**src/design/glw_consts.svh**
```systemverilog
`ifndef GLW_CONSTS_SVH
`define GLW_CONSTS_SVH

// Register map (byte addresses)
`define GLW_CTRL_ADDR     12'h000
`define GLW_STAT_ADDR     12'h004
`define GLW_INSTR_ADDR    12'h008
`define GLW_DATA_ADDR     12'h00C
`define GLW_RDDATA_ADDR   12'h010

// Control register bits
`define GLW_CTRL_INIT_BIT  0
`define GLW_CTRL_CLEAR_BIT 1
`define GLW_CTRL_PAIR_BIT  2
`define GLW_CTRL_READ_BIT  3

// Status register bits
`define GLW_STAT_BUSY_BIT  0
`define GLW_STAT_INIT_BIT  1
`define GLW_STAT_REJ_BIT   2

// Controller busy flag position in status byte
`define GLW_LCD_BUSY_BIT   7

// Init table length and clear constants
`define GLW_INIT_LEN       4'h9
`define GLW_CLEAR_BYTES    16'h0780
`define GLW_CLEAR_VALUE    8'h00
`define GLW_CURSOR_LO_CODE 8'h0A
`define GLW_CURSOR_HI_CODE 8'h0B
`define GLW_DATA_WRITE_CODE 8'h0C

// Strobe timing: enable high at least 450 ns, setup 140 ns
`define GLW_STROBE_NS      450
`define GLW_SETUP_NS       140
`define GLW_CLK_NS         5
`define GLW_STROBE_CYC     ((`GLW_STROBE_NS + `GLW_CLK_NS - 1) / `GLW_CLK_NS)
`define GLW_SETUP_CYC      ((`GLW_SETUP_NS + `GLW_CLK_NS - 1) / `GLW_CLK_NS)

`endif

```
**src/design/glw_pkg.sv**
```systemverilog
package glw_pkg;
	typedef enum logic [6:0] {
		GLW_IDLE   = 7'h01,
		GLW_POLL   = 7'h02,
		GLW_SETUP  = 7'h04,
		GLW_STROBE = 7'h08,
		GLW_HOLD   = 7'h10,
		GLW_NEXT   = 7'h20,
		GLW_RDONE  = 7'h40
	} glw_state_type;

	typedef enum logic [1:0] {
		GLW_OP_NONE  = 2'h0,
		GLW_OP_INIT  = 2'h1,
		GLW_OP_CLEAR = 2'h2,
		GLW_OP_PAIR  = 2'h3
	} glw_op_type;
endpackage

```
**src/design/glw_host_writer.sv**
```systemverilog
`timescale 1ns/1ps
`include "glw_consts.svh"
//  Function
// - Drive enable, read/write, register select outputs
// - Hold data and selects through enable fall
// - Drive bus on writes, release on reads
// - Instruction write then data write, paired
// - First init pair: 00 then 32
// - Then 01 with 07, 8-bit data
// - Then 02 with 1D, line bytes
// - Then 03 with 1F, 1/32 duty
// - Then 04 with zero, cursor hidden
// - Then 08 and 09 with zero
// - Finish with 0A and 0B zero
// - Clear writes 00 into every byte
// - Clear allowed only after initialisation
// - Outputs configured before any transfer
// - Sample read data only while driven
// - Poll busy flag before each pair
// - Select and drive, then strobe, strobe low ordering
// - Clear writes exactly 1920 bytes
module glw_host_writer #(
	parameter int STROBE_CYC = `GLW_STROBE_CYC,
	parameter int SETUP_CYC  = `GLW_SETUP_CYC
) (
	input  wire logic        pclk,          // Bus clock
	input  wire logic        presetn,       // Async reset, active low
	input  wire logic        psel,          // APB select
	input  wire logic        penable,       // APB enable
	input  wire logic        pwrite,        // APB direction
	input  wire logic [11:0] paddr,         // APB address
	input  wire logic [31:0] pwdata,        // APB write data
	output logic      [31:0] prdata,        // APB read data
	output logic             pready,        // APB ready
	output logic             pslverr,       // APB error
	output logic             lcd_enable,    // Enable strobe, high active
	output logic             lcd_read,      // High read, low write
	output logic             register_select, // High instruction, low data
	input  wire logic [7:0]  lcd_bus_in,    // Data bus input
	output logic      [7:0]  lcd_bus_out,   // Data bus output
	output logic      [7:0]  lcd_bus_oe     // Data bus drive enable
);
	import glw_pkg::*;

	localparam logic [7:0] CNT_SETUP  = 8'(SETUP_CYC);
	localparam logic [7:0] CNT_STROBE = 8'(STROBE_CYC);

	glw_state_type state_reg;
	glw_op_type    op_reg;
	logic [7:0]  cnt_reg;
	logic        phase_reg;     // 0 instruction, 1 data
	logic [3:0]  idx_reg;
	logic [15:0] fill_reg;
	logic        inited_reg;
	logic        reject_reg;
	logic        poll_only_reg;
	logic [7:0]  instr_reg;
	logic [7:0]  data_reg;
	logic [7:0]  rd_reg;
	logic [7:0]  rom_code;
	logic [7:0]  rom_param;
	logic [7:0]  cur_code;
	logic [7:0]  cur_param;

	glw_init_rom u_rom (
		.idx   (idx_reg),
		.code  (rom_code),
		.param (rom_param)
	);

	// Clear sequence: cursor lo, cursor hi, then data bursts
	always_comb begin
		cur_code  = instr_reg;
		cur_param = data_reg;
		unique case (op_reg)
			GLW_OP_INIT: begin
				cur_code  = rom_code;
				cur_param = rom_param;
			end
			GLW_OP_CLEAR: begin
				if (idx_reg == 4'h0) begin
					cur_code = `GLW_CURSOR_LO_CODE;
				end else if (idx_reg == 4'h1) begin
					cur_code = `GLW_CURSOR_HI_CODE;
				end else begin
					cur_code = `GLW_DATA_WRITE_CODE;
				end
				cur_param = `GLW_CLEAR_VALUE;
			end
			GLW_OP_PAIR, GLW_OP_NONE: begin
				cur_code  = instr_reg;
				cur_param = data_reg;
			end
		endcase
	end

	wire logic apb_wr = psel && penable && pwrite;
	wire logic busy   = (state_reg != GLW_IDLE);

	// APB answers in the access phase, zero wait
	always_ff @(posedge pclk or negedge presetn) begin
		if (!presetn) begin
			pready  <= 1'b0;
			pslverr <= 1'b0;
			prdata  <= 32'h0000_0000;
		end else begin
			pready  <= psel && !penable;
			pslverr <= 1'b0;
			prdata  <= 32'h0000_0000;
			if (psel && !penable && !pwrite) begin
				unique case (paddr)
					`GLW_STAT_ADDR:   prdata <= {29'h0, reject_reg, inited_reg, busy};
					`GLW_INSTR_ADDR:  prdata <= {24'h0, instr_reg};
					`GLW_DATA_ADDR:   prdata <= {24'h0, data_reg};
					`GLW_RDDATA_ADDR: prdata <= {24'h0, rd_reg};
					`GLW_CTRL_ADDR:   prdata <= 32'h0000_0000;
					default: pslverr <= 1'b1;
				endcase
			end else if (psel && !penable) begin
				unique case (paddr)
					`GLW_CTRL_ADDR, `GLW_INSTR_ADDR, `GLW_DATA_ADDR: pslverr <= 1'b0;
					default: pslverr <= 1'b1;
				endcase
			end
		end
	end

	wire logic acc_wr   = apb_wr && pready;
	wire logic ctl_wr   = acc_wr && (paddr == `GLW_CTRL_ADDR) && !busy;
	wire logic go_init  = ctl_wr && pwdata[`GLW_CTRL_INIT_BIT];
	wire logic go_clear = ctl_wr && !pwdata[`GLW_CTRL_INIT_BIT] && pwdata[`GLW_CTRL_CLEAR_BIT];
	wire logic go_pair  = ctl_wr && !pwdata[`GLW_CTRL_INIT_BIT] && !pwdata[`GLW_CTRL_CLEAR_BIT]
		&& pwdata[`GLW_CTRL_PAIR_BIT];
	wire logic go_read  = ctl_wr && pwdata[3:0] == 4'h8;

	always_ff @(posedge pclk or negedge presetn) begin
		if (!presetn) begin
			instr_reg <= 8'h00;
			data_reg  <= 8'h00;
		end else if (acc_wr && !busy) begin
			if (paddr == `GLW_INSTR_ADDR) instr_reg <= pwdata[7:0];
			if (paddr == `GLW_DATA_ADDR)  data_reg  <= pwdata[7:0];
		end
	end

	// Clear before init is refused and flagged
	always_ff @(posedge pclk or negedge presetn) begin
		if (!presetn) begin
			reject_reg <= 1'b0;
		end else if (go_clear && !inited_reg) begin
			reject_reg <= 1'b1;
		end else if (ctl_wr) begin
			reject_reg <= 1'b0;
		end
	end

	wire logic last_step = (op_reg == GLW_OP_INIT) ? (idx_reg == `GLW_INIT_LEN - 4'h1)
		: (op_reg == GLW_OP_CLEAR) ? (idx_reg == 4'h2 && fill_reg == 16'h0001)
		: 1'b1;

	// Sequencer: poll busy, then instruction phase, then data phase
	always_ff @(posedge pclk or negedge presetn) begin
		if (!presetn) begin
			state_reg     <= GLW_IDLE;
			op_reg        <= GLW_OP_NONE;
			cnt_reg       <= 8'h00;
			phase_reg     <= 1'b0;
			idx_reg       <= 4'h0;
			fill_reg      <= 16'h0000;
			inited_reg    <= 1'b0;
			poll_only_reg <= 1'b0;
			rd_reg        <= 8'h00;
		end else begin
			unique case (state_reg)
				GLW_IDLE: begin
					idx_reg   <= 4'h0;
					phase_reg <= 1'b0;
					cnt_reg   <= CNT_SETUP;
					fill_reg  <= `GLW_CLEAR_BYTES;
					poll_only_reg <= go_read;
					if (go_init) begin
						op_reg    <= GLW_OP_INIT;
						state_reg <= GLW_POLL;
					end else if (go_clear && inited_reg) begin
						op_reg    <= GLW_OP_CLEAR;
						state_reg <= GLW_POLL;
					end else if (go_pair || go_read) begin
						op_reg    <= GLW_OP_PAIR;
						state_reg <= GLW_POLL;
					end
				end
				GLW_POLL: begin
					if (cnt_reg != 8'h00) begin
						cnt_reg <= cnt_reg - 8'h01;
					end else begin
						state_reg <= GLW_RDONE;
						cnt_reg   <= CNT_STROBE;
					end
				end
				GLW_RDONE: begin
					if (cnt_reg != 8'h00) begin
						cnt_reg <= cnt_reg - 8'h01;
					end else begin
						rd_reg <= lcd_bus_in;
						cnt_reg <= CNT_SETUP;
						if (poll_only_reg) begin
							state_reg <= GLW_IDLE;
							op_reg    <= GLW_OP_NONE;
						end else if (lcd_bus_in[`GLW_LCD_BUSY_BIT]) begin
							state_reg <= GLW_POLL;
						end else begin
							state_reg <= GLW_SETUP;
						end
					end
				end
				GLW_SETUP: begin
					if (cnt_reg != 8'h00) begin
						cnt_reg <= cnt_reg - 8'h01;
					end else begin
						state_reg <= GLW_STROBE;
						cnt_reg   <= CNT_STROBE;
					end
				end
				GLW_STROBE: begin
					if (cnt_reg != 8'h00) begin
						cnt_reg <= cnt_reg - 8'h01;
					end else begin
						state_reg <= GLW_HOLD;
						cnt_reg   <= CNT_SETUP;
					end
				end
				GLW_HOLD: begin
					if (cnt_reg != 8'h00) begin
						cnt_reg <= cnt_reg - 8'h01;
					end else if (!phase_reg) begin
						phase_reg <= 1'b1;
						state_reg <= GLW_SETUP;
						cnt_reg   <= CNT_SETUP;
					end else begin
						state_reg <= GLW_NEXT;
					end
				end
				GLW_NEXT: begin
					phase_reg <= 1'b0;
					cnt_reg   <= CNT_SETUP;
					if (last_step) begin
						state_reg <= GLW_IDLE;
						if (op_reg == GLW_OP_INIT) inited_reg <= 1'b1;
						op_reg <= GLW_OP_NONE;
					end else begin
						state_reg <= GLW_POLL;
						if (op_reg == GLW_OP_CLEAR && idx_reg == 4'h2) begin
							fill_reg <= fill_reg - 16'h0001;
						end else begin
							idx_reg <= idx_reg + 4'h1;
						end
					end
				end
				default: state_reg <= GLW_IDLE;
			endcase
		end
	end

	// Pin drive: bus released only during busy polls and reads, driven otherwise
	always_ff @(posedge pclk or negedge presetn) begin
		if (!presetn) begin
			lcd_enable      <= 1'b0;
			lcd_read        <= 1'b0;
			register_select <= 1'b0;
			lcd_bus_out     <= 8'h00;
			lcd_bus_oe      <= 8'hFF;
		end else begin
			lcd_enable <= (state_reg == GLW_STROBE) || (state_reg == GLW_RDONE && cnt_reg != 8'h00);
			if (state_reg == GLW_POLL || state_reg == GLW_RDONE) begin
				lcd_read        <= 1'b1;
				register_select <= 1'b1;
				lcd_bus_oe      <= 8'h00;
			end else if (state_reg == GLW_SETUP || state_reg == GLW_STROBE || state_reg == GLW_HOLD) begin
				lcd_read        <= 1'b0;
				register_select <= !phase_reg;
				lcd_bus_oe      <= 8'hFF;
				lcd_bus_out     <= phase_reg ? cur_param : cur_code;
			end else begin
				lcd_read   <= 1'b0;
				lcd_bus_oe <= 8'hFF;
			end
		end
	end

	localparam int STROBE_HI = STROBE_CYC;

	// Counts init pairs so completion can be held against the table length
	logic [3:0] init_pairs_reg;

	always_ff @(posedge pclk or negedge presetn) begin
		if (!presetn) begin
			init_pairs_reg <= 4'h0;
		end else if (op_reg == GLW_OP_INIT && state_reg == GLW_NEXT) begin
			init_pairs_reg <= init_pairs_reg + 4'h1;
		end
	end
endmodule // glw_host_writer

```
**src/design/glw_init_rom.sv**
```systemverilog
`timescale 1ns/1ps
`include "glw_consts.svh"
module glw_init_rom (
	input  wire logic [3:0] idx,   // Table entry
	output logic      [7:0] code,  // Instruction code
	output logic      [7:0] param  // Parameter byte
);
	always_comb begin
		code  = 8'h00;
		param = 8'h00;
		unique case (idx)
			4'h0: begin code = 8'h00; param = 8'h32; end
			4'h1: begin code = 8'h01; param = 8'h07; end
			4'h2: begin code = 8'h02; param = 8'h1D; end
			4'h3: begin code = 8'h03; param = 8'h1F; end
			4'h4: begin code = 8'h04; param = 8'h00; end
			4'h5: begin code = 8'h08; param = 8'h00; end
			4'h6: begin code = 8'h09; param = 8'h00; end
			4'h7: begin code = `GLW_CURSOR_LO_CODE; param = 8'h00; end
			4'h8: begin code = `GLW_CURSOR_HI_CODE; param = 8'h00; end
			default: begin code = 8'h00; param = 8'h00; end
		endcase
	end
endmodule // glw_init_rom

```
**config.mk**
```make
export PLATFORM = sky130hd
export DESIGN_NAME = glw_host_writer
export DESIGN_NICKNAME = d
export VERILOG_FILES = /design/src/design/glw_pkg.sv /design/src/design/glw_host_writer.sv /design/src/design/glw_init_rom.sv
export VERILOG_INCLUDE_DIRS = /design/src /design/src/design
export SDC_FILE = /design/constraint.sdc
export NUM_CORES = 1
export LEC_CHECK = 0
export BUFFER_PORTS_ARGS = -buffer_cell sky130_fd_sc_hd__buf_4
export CORE_ASPECT_RATIO = 0.6
export CORE_UTILIZATION = 59
export DETAILED_ROUTE_END_ITERATION = 7
export PLACE_DENSITY = 0.86
export SLEW_MARGIN = 0
export SYNTH_ARGS = -nofsm -noshare
export SYNTH_HDL_FRONTEND = slang
export SYNTH_SLANG_ARGS = --single-unit
export TNS_END_PERCENT = 20
```
**constraint.sdc**
```tcl
create_clock -name pclk -period 7.1 [get_ports pclk]
set_clock_uncertainty 0.15 [all_clocks]
set_input_delay 1.42 -clock pclk [delete_from_list [all_inputs] [get_ports pclk]]
set_output_delay 1.42 -clock pclk [all_outputs]
set_load 0.03 [all_outputs]
```
After elaboration in Yosys (flattened, before gate mapping). Memories as Yosys holds them, arrays and structs flattened. Cells that the tools add are included.

Bits in registers: 118. ROM bits: 160. Input bits: 57. Output and inout bits: 53. Word-level logic and storage cells: 168. Memories kept: 1.

Add/subtract/negate cells: 3. Eq/ne operators: 32. Mux-type cells: 52. Bitwise operators: 2. Reduce and logical (&&, ||, !) cells: 58.

Memories: (name not given) (depth 16, bits a word 10, read ports 1, clocked after Yosys merged registers in 0, write ports 0, line glw_init_rom.sv:11) `unique case (idx)`.

Operator list (count): $pmux W8 S4 (2); $mux W7 (8); $mux W8 (7); $pmux W7 S7 (1); $pmux W8 S3 (2); $mux W16 (2); $pmux W16 S2 (1); $eq A12 B4 Y1 const B (2); $ne A2 B2 Y1 const B (10); $logic_and A1 B1 Y1 (19); $eq A16 B1 Y1 const B (1); $sub A16 B1 Y16 const B (1); $mux W2 (7); $eq A12 B3 Y1 const B (1); $eq A12 B5 Y1 const B (1); $logic_not A12 Y1 (1); $mux W1 (12); $mux W3 (4); $reduce_and A2 Y1 (6); $reduce_and A3 Y1 (3); $eq A4 B4 Y1 const B (2); $mux W4 (2); $pmux W4 S2 (1); $reduce_bool A2 Y1 (4); 32 further kinds (47).

Longest topological paths before layout. Gate-level depths: netlist of run 1.

Depth in word-level cells: 13. Mapped depth: 9. Depth with buffers taken out: 7.

Cells and area by module. From an unflattened synthesis of run 1, not the netlist that was laid out.

Cell total of the unflattened synthesis: 524. Area, all modules: 5112.4 um^2.

By module, submodules not included: glw_host_writer (instances 1, cells each 498, area each 4942.2 um^2, seq. area each 2179.6 um^2); glw_init_rom (instances 1, cells each 26, area each 170.2 um^2, seq. area each 0.0 um^2).

Worst setup path before layout of run 1. OpenSTA, ideal clock, no wires.

Path kind: input -> register. Start point: in paddr[9]. End point: reg instr_reg[0]. Library setup time: 0.125 ns. Arrival time: 3.028 ns. Data required time: 6.825 ns. Path slack: 3.798 ns. Stages: 4. Buffers on the path: 0. Cell sequence: nor4_1 nand4_1 nor4_4 mux2_2.

Cells in the longest elaborated chain, start to end: 2.

Ends and longest elaborated chain: from (decl) (line glw_host_writer.sv:31) `input wire logic [11:0] paddr,`; $eq A12 B4 Y1; $reduce_and A2 Y1 (no source line); to (signal assigned) (line glw_host_writer.sv:141) `` if (paddr == `GLW_INSTR_ADDR) instr_reg <= pwdata[7:0]; ``; to (decl) (line glw_host_writer.sv:57) `logic [7:0] instr_reg;`.

No other way between the ends. A chain may end at the register's enable or synchronous reset.

Final worst setup path of run 1.
Start point: in paddr[9]. End point: reg instr_reg[5].

Same word-level chain as after synthesis.

==> flow_summary.json, run 1 <==
{
  "status": "completed",
  "r2r-end": "instr_reg[5]",
  "relSlewSlack_pct": 18.0,
  "coreArea_mm2": 0.00807,
  "synthArstFlopShare_pct": 100,
  "yosysWarnings": 0,
  "period_share_pct": 50.7,
  "synth_edf_count": 0,
  "holdPathStages": 2,
  "synthSimpleGateAreaFrac_pct": 19.7,
  "synth_mux_area_share_pct": 8.37,
  "r2r_cells": 4,
  "crit_type": "primary input to flop",
  "cts_sinks": 87,
  "crit_path_top_delay_cell": "nor4_4",
  "tightest_slew_ns": 1.23,
  "area_delta_synth_final_pct": 14.7,
  "io_buffer_count": 61,
  "ios": 110,
  "total_power_mw": 1.44,
  "grt_max_degree": 48,
  "ys_ff_latch": 87,
  "place_ws_ns": 3.15,
  "root_buffer": "clkbuf_16",
  "critPathLaunchType": "primary input",
  "num-fill-cells": 581,
  "die_y_um": 73.7,
  "hpwl_mm": 8.88,
  "place_congestion": 0.930,
  "largest_reg_flops": 16,
  "clockBufferDepth": 2,
  "num_rows": 25,
  "end_kind": "flop",
  "rsz0062_at_grt": "no",
  "drt-wirelength-per-cell_um": 18.4,
  "drt_iter0_markers": 399,
  "cp_cell_sequence": "buf_4 > nor4_1 > nand4_1 > nor4_4 > mux2_2",
  "cp.depth": 5,
  "die_w_um": 121,
  "reg2reg_setup_slack_ns": 3.70,
  "max_freq_ghz": 0.278,
  "die-area_mm2": 0.00895,
  "clk_latency_ns": 0.35,
  "antenna_found_initial": 0,
  "setup_ws_ns": 3.50,
  "synthAdderAreaFrac_pct": 2.72,
  "cp-endpoint": "instr_reg[5]",
  "start_util_pct": 62.6,
  "final_nets": 632,
  "ant_nets": 0,
  "finalWirelength_mm": 12.4,
  "startpoint": "paddr[9]",
  "drt-pass1-iter-count": 5,
  "crit_fanout": 10,
  "drive_above_1_share_pct": 20.7,
  "grt_pass1_wl_mm": 19.8,
  "diodes": 0,
  "synth_compound_area_share_pct": 17.5,
  "syn-instance-count": 522,
  "final_cell_area_mm2": 0.00580,
  "cap_violations": 0,
  "synth_xor_xnor_area_share_pct": 0.693,
  "syn_area_per_cell_um2": 9.68,
  "finalCriticalPeriod_ns": 3.60,
  "grt_pass1_vias": 3964,
  "path_clk_slew_ns": 0.07,
  "placed_cell_area_mm2": 0.00543,
  "leakage_nw": 2.57,
  "yosysUniqueCellTypes": 66,
  "slew_viol_final": 0,
  "cts_tree": "yes",
  "ctsHoldBuffers": 0,
  "setup_viol": 0,
  "num_vias": 4192,
  "crit_family": "simple AND/OR/NAND/NOR gates",
  "ir_worst_vdd_mv": 0.159,
  "track_usage_pct": 29.4,
  "setup_tns_ns": 0,
  "yosysSeqAreaShare_pct": 43.1,
  "max_stage_delay_ns": 0.80,
  "power_density_mw_per_mm2": 249,
  "post_cts_buffers": 0,
  "worst-path-buf-inv": 1,
  "viasPerCell": 6.19,
  "fin_util_pct": 71.8,
  "gr-total-overflow": 0,
  "hold_violations": 0,
  "min_path_type": "flop to flop",
  "cts-buffers-inserted": 9,
  "route.detailed.drc": 0,
  "r2r-start": "state_reg[3]",
  "required_ns": 7.18,
  "dominantRegCellSynth": "dfrtp_1",
  "h-tree-depth": 3,
  "cts_resized": 0,
  "synth_top_family_by_area": "simple AND/OR/NAND/NOR gates",
  "critPathArrivalTime_ns": 3.69,
  "syn-cell-area_mm2": 0.00505
}
logic make-up (layout without fill, tap and decap cells):
| logic type | count (synthesis) | after routing |
|---|---|---|
| xor+xnor | 4 | 4 |
| fa+ha+maj | 11 | 11 |
| buf+inv | 72 | 96 |
| compound gates | 129 | 129 |
| other cells | 1 | 24 |
| simple gates | 179 | 179 |
| flops | 87 | 87 |
| mux | 39 | 39 |
final cells by class:
cell class | count | area, µm² | area share, %
clock buffer | 9 | 225 | 3.89
sequential | 87 | 2180 | 37.6
timing repair buffer | 64 | 480 | 8.29
multi-input combinational | 386 | 2570 | 44.4
inverter | 16 | 60.1 | 1.04
clock inverter | 7 | 144 | 2.48
tap | 108 | 135 | 2.33
power by group:
group | leakage, nW | internal (mW) | total [mW] | switching [mW]
logic | 1.24 | 0.113 | 0.317 | 0.204
clock network | 0.172 | 0.380 | 0.582 | 0.201
registers | 1.16 | 0.518 | 0.544 | 0.0254
Yosys cell counts (4+ instances only):
| library cell | instances | area (µm²) |
|---|---|---|
| dfrtp_1 | 85 | 2130 |
| nor2_1 | 45 | 169 |
| buf_4 | 31 | 233 |
| nand2_1 | 31 | 116 |
| o21ai_0 | 28 | 140 |
| a21oi_1 | 27 | 135 |
| mux2_2 | 26 | 293 |
| clkbuf_1 | 22 | 82.6 |
| inv_1 | 16 | 60.1 |
| or3_1 | 15 | 93.8 |
| mux2i_1 | 13 | 130 |
| o31ai_1 | 13 | 97.6 |
| nand3_1 | 12 | 60.1 |
| ha_1 | 11 | 138 |
| nand2b_1 | 10 | 62.6 |
| nor3_1 | 10 | 50.1 |
| nor2b_1 | 9 | 56.3 |
| or4_1 | 8 | 60.1 |
| o211ai_1 | 7 | 52.6 |
| nor3b_1 | 6 | 45.0 |
| nand4_1 | 5 | 31.3 |
| o21a_1 | 5 | 37.5 |
| a21o_1 | 4 | 30.0 |
| a32o_1 | 4 | 40.0 |
| and3_1 | 4 | 25.0 |
| nand3b_1 | 4 | 30.0 |
| nor4_1 | 4 | 25.0 |
cell usage in the layout (no fill, tap or decap), types with 12 or more instances in the layout:
cell type  count
a21oi_1       27
buf_4         64
conb_1        24
dfrtp_1       85
inv_1         16
mux2_2        26
mux2i_1       13
nand2_1       31
nand3_1       12
nor2_1        45
o21ai_0       28
o31ai_1       13
or3_1         15
stage by stage:
step                      std cells  hold WS (ns)
after floorplan                 545         0.299
after global placement          661         0.313
after detailed placement        661         0.318
after CTS                       677         0.333
after global routing            677         0.379
final                           677         0.328
worst register-to-register path, cell delays in order, from the launching register on:
cell and delay (ns):
dfrtp_1 0.50, or4_4 0.62, or4b_1 0.86, nor4_4 0.73
mux2_2 0.42
layer usage:
layer	up-vias	global-route usage, %	wire [µm]	part of all wire (%)
met4	0	7.96	129	1.0
met1	2034	40.6	5530	44
met5	-	0	0	0
met2	194	44.7	5610	45
li1	1948	-	-	-
met3	16	9.08	1180	9.5
worst min-delay path by stage:
stage | end | startpoint | slack, ns
after CTS | lcd_bus_out[6] | lcd_bus_out[6] | 0.33
after floorplan | reject_reg | reject_reg | 0.30
after global routing | fill_reg[11] | fill_reg[11] | 0.38
after detailed placement | lcd_bus_out[6] | lcd_bus_out[6] | 0.32
after global placement | lcd_bus_out[6] | lcd_bus_out[6] | 0.31
final | lcd_bus_out[6] | lcd_bus_out[6] | 0.33
(Power assumes the default switching activity.)
==> run 2, diff against run 1 <==
- ABC_AREA: not set -> 1
- CORE_UTILIZATION: 59 -> 50
- PLACE_DENSITY: 0.86 -> 0.77
- clock period: 7.1 -> 3.2 ns (I/O delays scaled with it)
==> run 2 against run 1 <==
Utilization is 13 points lower; setup slack worse by 2.9 ns; design area is 0.52% higher; flip-flop and latch count stayed put.
==> flow_summary.json, run 2 <==
{
  "status": "completed",
  "syn_area_per_cell_um2": 7.92,
  "syn-instance-count": 645,
  "timing.critical_path.mode_cell": "nand3_1",
  "min_path_type": "primary input to asynchronous set/reset pin",
  "synth_edf_count": 0,
  "dominantRegCellSynth": "dfrtp_1",
  "drt-pass1-iter-count": 5,
  "track_usage_pct": 25.4,
  "coreArea_mm2": 0.00988,
  "p_int_mw": 2.14,
  "grt_pass1_vias": 4273,
  "ys_ff_latch": 87,
  "hpwl_mm": 9.37,
  "tightest_slew_ns": 0.692,
  "synth_area_leader_cell": "dfrtp_1",
  "synthArstFlopShare_pct": 100,
  "synth_top_family_by_area": "simple AND/OR/NAND/NOR gates",
  "ios": 110,
  "synth_mux_area_share_pct": 1.76,
  "root_buffer": "clkbuf_16",
  "critPathLaunchType": "flop",
  "power_density_mw_per_mm2": 605,
  "drt-wirelength-per-cell_um": 14.7,
  "route.detailed.drc": 0,
  "required_ns": 3.27,
  "crit_type": "flop to flop",
  "max_freq_ghz": 0.382,
  "ctsHoldBuffers": 0,
  "hold_violations": 0,
  "synth_commonest_cells": "nand2_1 (139), dfrtp_1 (85), inv_1 (75)",
  "critPathArrivalTime_ns": 2.68,
  "final_common_cell": "nand2_1",
  "synth_xor_xnor_area_share_pct": 1.37,
  "cp_cell_sequence": "inv_1 > ha_1 > nand2_1 > nor3_2 > nand3_1 > inv_1 > nand3_1 > nand2_4 > clkinv_4 > nand3_1 > o21ai_0",
  "start_util_pct": 51.7,
  "cap_violations": 0,
  "io_buffer_count": 61,
  "grt_max_degree": 47,
  "gr-total-overflow": 0,
  "finalWirelength_mm": 12.3,
  "crit_fanout": 11,
  "finalCriticalPeriod_ns": 2.61,
  "num_rows": 28,
  "area_delta_synth_final_pct": 14.0,
  "p_seq_share_pct": 36.7,
  "post_cts_buffers": 0,
  "synth_area_leaders": "dfrtp_1 (42%), nand2_1 (10%), inv_1 (5.5%), buf_4 (5.0%), nand3_1 (4.6%)",
  "synth_top_area_share_pct": 41.6,
  "yosysWarnings": 0,
  "synth_compound_area_share_pct": 11.5,
  "drive_above_1_share_pct": 19.3,
  "path_clk_slew_ns": 0.06,
  "r2r_cells": 11,
  "total_power_mw": 3.52,
  "die-area_mm2": 0.0106,
  "h-tree-depth": 3,
  "p_sw_mw": 1.39,
  "ir_worst_vdd_mv": 0.365,
  "place_congestion": 0.970,
  "setup_viol": 0,
  "switching_share_pct": 39.4,
  "yosysUniqueCellTypes": 48,
  "cts_sinks": 87,
  "grt_pass1_wl_mm": 21.1,
  "synthAdderAreaFrac_pct": 2.69,
  "yosysSeqAreaShare_pct": 42.7,
  "slew_viol_final": 0,
  "syn-cell-area_mm2": 0.00511,
  "cts_resized": 0,
  "synth_most_common_cell": "nand2_1",
  "synthSimpleGateAreaFrac_pct": 27.9,
  "viasPerCell": 5.39,
  "end_kind": "flop",
  "largest_reg_flops": 16,
  "diodes": 0,
  "clk_latency_ns": 0.34,
  "relSlewSlack_pct": 53.7,
  "ant_nets": 0,
  "die_y_um": 80.3,
  "rsz0062_at_grt": "no",
  "die_w_um": 133,
  "p_clk_share_pct": 27.5,
  "num-fill-cells": 877,
  "setup_tns_ns": 0,
  "period_share_pct": 81.7,
  "clockBufferDepth": 2,
  "crit_path_top_delay_cell": "nand3_1",
  "antenna_found_initial": 0,
  "leakage_nw": 2.87,
  "cts-buffers-inserted": 9,
  "max_stage_delay_ns": 0.42,
  "cts_tree": "yes",
  "power.share.combinational_pct": 35.8,
  "final_nets": 769,
  "num_vias": 4531,
  "layout_common_cells": "nand2_1 (139), dfrtp_1 (85), inv_1 (75), buf_4 (62), nor2_1 (51)",
  "drt_iter0_markers": 503
}
-- run 2: cell count changes after synthesis, moves of 12 or more --
cell,before,now
inv_1,16,75
a21oi_1,27,15
nand2_1,31,139
nand2_2,0,13
or3_1,15,0
mux2_2,26,8
nand3_1,12,47
o21ai_0,28,47
clkbuf_1,22,3
mux2i_1,13,0
nand4_1,5,17
-- run 2: cells by family (layout without fill, tap and decap cells) --
family / count (synthesis) / after routing
AND/OR/NAND/NOR: 304 / 304
buffers and inverters: 125 / 162
AO/OA/AOI/OAI: 101 / 101
flip-flops: 87 / 87
adder cells (fa/ha/maj): 11 / 11
XOR/XNOR: 8 / 8
multiplexers: 8 / 8
other: 1 / 24
-- run 2: power by group through the flow --
stage	clock network [mW]	registers [mW]	logic, mW
floorplan	0	1.33	0.962
global placement	0	1.31	1.21
detailed placement	0	1.31	1.24
CTS	0.989	1.29	1.25
global route	1.04	1.31	1.41
finish	0.970	1.29	1.26
-- run 2: metrics by stage --
| step | setup WS, ns | instance area (µm²) | std cells | util, % | hold WS (ns) |
|---|---|---|---|---|---|
| after global placement | 0.774 | 5550 | 825 | 56.2 | 0.316 |
| after detailed placement | 0.605 | 5550 | 825 | 56.2 | 0.323 |
| after CTS | 0.601 | 5830 | 840 | 59.0 | 0.155 |
| after floorplan | 1.21 | 5200 | 668 | - | 0.194 |
| after global routing | 0.335 | 5830 | 840 | 59.0 | 0.173 |
| final | 0.586 | 5830 | 840 | 59.0 | 0.141 |
-- run 2: path summary, 6_finish.rpt --
path,start,to,slack (ns)
worst max-delay path,cnt_reg[0],cnt_reg[1],0.59
worst max register to register,cnt_reg[0],cnt_reg[1],0.59
worst min-delay path,presetn,cnt_reg[1],0.14
worst min register to register,lcd_bus_out[1],lcd_bus_out[1],0.34
max in group asynchronous,presetn,lcd_bus_out[6],2.13
min in group pclk,lcd_bus_out[1],lcd_bus_out[1],0.34
-- run 2: per-layer routing --
metal | up-vias | part of all wire, % | GRT usage, %
met5 | - | 0 | 0
met4 | 0 | 1.4 | 8.28
met3 | 18 | 9.7 | 7.32
met2 | 231 | 41 | 36.3
met1 | 2117 | 48 | 36.8
li1 | 2165 | - | -
-- run 2: area by class of cell --
type	count	area [µm²]	share of cell area, %
Timing Repair Buffer	63	485	8.33
Inverter	84	320	5.50
Sequential cell	87	2180	37.4
Multi-Input combinational cell	456	2400	41.2
Clock buffer	10	239	4.10
Tap cell	135	169	2.90
Clock inverter	5	35.0	0.601
-- run 2: worst max-delay path: cells and delay by family (launching register included) --
kind	cells	cell delay [ns]
AND/OR/NAND/NOR	6	1.16
adder cells (fa/ha/maj)	1	0.20
AO/OA/AOI/OAI	1	0.08
flip-flops	1	0.36
buffers and inverters	3	0.53
==> run 3, diff against run 2 <==
- CORE_UTILIZATION: 50 -> 55
- PLACE_DENSITY: 0.77 -> 0.8
- clock period: 3.2 -> 2.5 ns (I/O delays scaled with it)
==> run 3 against run 2 <==
Clock power is 48% higher; critical path depth did not move; critical path type unchanged; largest cell class unchanged; total power is 37% higher; via count decreased by 0.60%; register-to-register slack got worse by 0.30 ns.
==> flow_summary.json, run 3 (synthesized netlist as in run 2, its figures left out) <==
{
  "cts-buffers-inserted": 9,
  "start_util_pct": 58.4,
  "largest_reg_flops": 16,
  "antenna_found_initial": 0,
  "hpwl_mm": 9.23,
  "cap_violations": 0,
  "p_sw_mw": 1.82,
  "die_w_um": 126,
  "final_common_cell": "nand2_1",
  "final_nets": 777,
  "top_usage_layer": "met1",
  "fin_util_pct": 67.7,
  "setup_viol": 0,
  "grt_pass1_vias": 4149,
  "num_rows": 26,
  "finalWirelength_mm": 12.2,
  "diodes": 0,
  "grt_use_met3_pct": 6.84,
  "drt-pass1-iter-count": 5,
  "p_clk_share_pct": 29.8,
  "area_delta_synth_final_pct": 16.0,
  "ir_worst_vdd_mv": 0.485,
  "place_congestion": 0.929,
  "slew_viol_final": 0,
  "die_y_um": 76.7,
  "required_ns": 2.56,
  "min_path_type": "primary input to flop",
  "use_met2_pct": 39.0,
  "crit_fanout": 10,
  "cts_tree": "yes",
  "hold_violations": 0,
  "viasPerCell": 5.46,
  "drt_iter0_markers": 547,
  "drive_above_1_share_pct": 20.2,
  "layout_common_cells": "nand2_1 (139), dfrtp_1 (85), inv_1 (75), buf_4 (68), nor2_1 (51)",
  "p_seq_share_pct": 34.6,
  "cts_sinks": 87,
  "end_kind": "flop",
  "power_density_mw_per_mm2": 812,
  "drt-wirelength-per-cell_um": 14.8,
  "track_usage_pct": 27.0,
  "critPathLaunchType": "flop",
  "clk_latency_ns": 0.34,
  "switching_share_pct": 37.8,
  "gr-total-overflow": 0,
  "leakage_nw": 2.95,
  "grtUsageMet1_pct": 40.2,
  "setup_tns_ns": 0,
  "power.share.combinational_pct": 35.6,
  "grt_max_degree": 53,
  "setup_ws_ns": 0.287,
  "post_cts_buffers": 0,
  "period_share_pct": 88.5,
  "place_ws_ns": 0.158,
  "num-fill-cells": 701,
  "num_vias": 4504,
  "crit_type": "flop to flop",
  "io_buffer_count": 61,
  "coreArea_mm2": 0.00875,
  "clockBufferDepth": 2,
  "root_buffer": "clkbuf_16",
  "die-area_mm2": 0.00969,
  "max_freq_ghz": 0.452,
  "status": "completed",
  "route.detailed.drc": 0,
  "p_int_mw": 2.99,
  "ios": 110,
  "grt_pass1_wl_mm": 20.5,
  "h-tree-depth": 3,
  "rsz0062_at_grt": "no",
  "path_clk_slew_ns": 0.06,
  "ant_nets": 0,
  "finalCriticalPeriod_ns": 2.21,
  "critPathArrivalTime_ns": 2.27
}
run 3: metal layers:
| layer | vias to the layer above | share of wire [%] |
|---|---|---|
| met4 | 0 | 1.3 |
| li1 | 2187 | - |
| met1 | 2073 | 48 |
| met5 | - | 0 |
| met3 | 20 | 8.7 |
| met2 | 224 | 42 |
run 3: through the flow:
| stage | std cells | hold slack [ns] | total power [mW] | area [µm²] |
|---|---|---|---|---|
| after floorplan | 668 | 0.0544 | 2.93 | 5200 |
| after global placement | 809 | 0.321 | 3.30 | 5590 |
| after detailed placement | 809 | 0.332 | 3.35 | 5590 |
| after CTS | 825 | 0.189 | 4.80 | 5920 |
| after global routing | 825 | 0.205 | 5.08 | 5930 |
| final | 825 | 0.195 | 4.81 | 5930 |
run 3: path summary, 6_finish.rpt:
check                       startpoint             end  slack [ns]  cells past startpoint
min                            penable          pready        0.20                      2
max in group asynchronous      presetn   lcd_bus_oe[6]        0.98                      3
max                         cnt_reg[0]      cnt_reg[1]        0.29                     11
min reg2reg                data_reg[5]     data_reg[5]        0.34                      2
min in group asynchronous      presetn  lcd_bus_out[2]        0.52                      2
max reg2reg                 cnt_reg[0]      cnt_reg[1]        0.29                     11
run 3: layout make-up:
| cell class | instances | area (µm²) | share of cell area, % |
|---|---|---|---|
| clock inverters | 6 | 93.8 | 1.58 |
| flip-flops and latches | 87 | 2180 | 36.8 |
| inverters | 84 | 320 | 5.40 |
| well taps | 112 | 140 | 2.36 |
| repair buffers | 71 | 561 | 9.46 |
| clock buffers | 9 | 225 | 3.80 |
| multi-input cells | 456 | 2410 | 40.6 |
run 3: critical path: stages, from the launching register on:
cell,delay [ns]
dfrtp_1,0.36
inv_1,0.11
ha_1,0.20
nand2_1,0.11
nor3_4,0.20
nand3_2,0.19
inv_1,0.19
nand3_1,0.14
nand2_4,0.15
clkinv_4,0.10
nand3_1,0.09
o21ai_0,0.10
run 3: repair_timing:
action | in CTS | in global routing
hold buffers | 1 | 0
resized for setup | 0 | 2
endpoints found under the hold margin | 35 | 0
endpoints found under the setup margin | 0 | 6
run 3: power by group through the flow:
stage                     sequential [mW]  clock [mW]  combinational [mW]
final                                1.67        1.44                1.71
after CTS                            1.66        1.46                1.68
after global placement               1.68           0                1.63
after global routing                 1.68        1.52                1.89
after floorplan                      1.70           0                1.23
after detailed placement             1.68           0                1.67
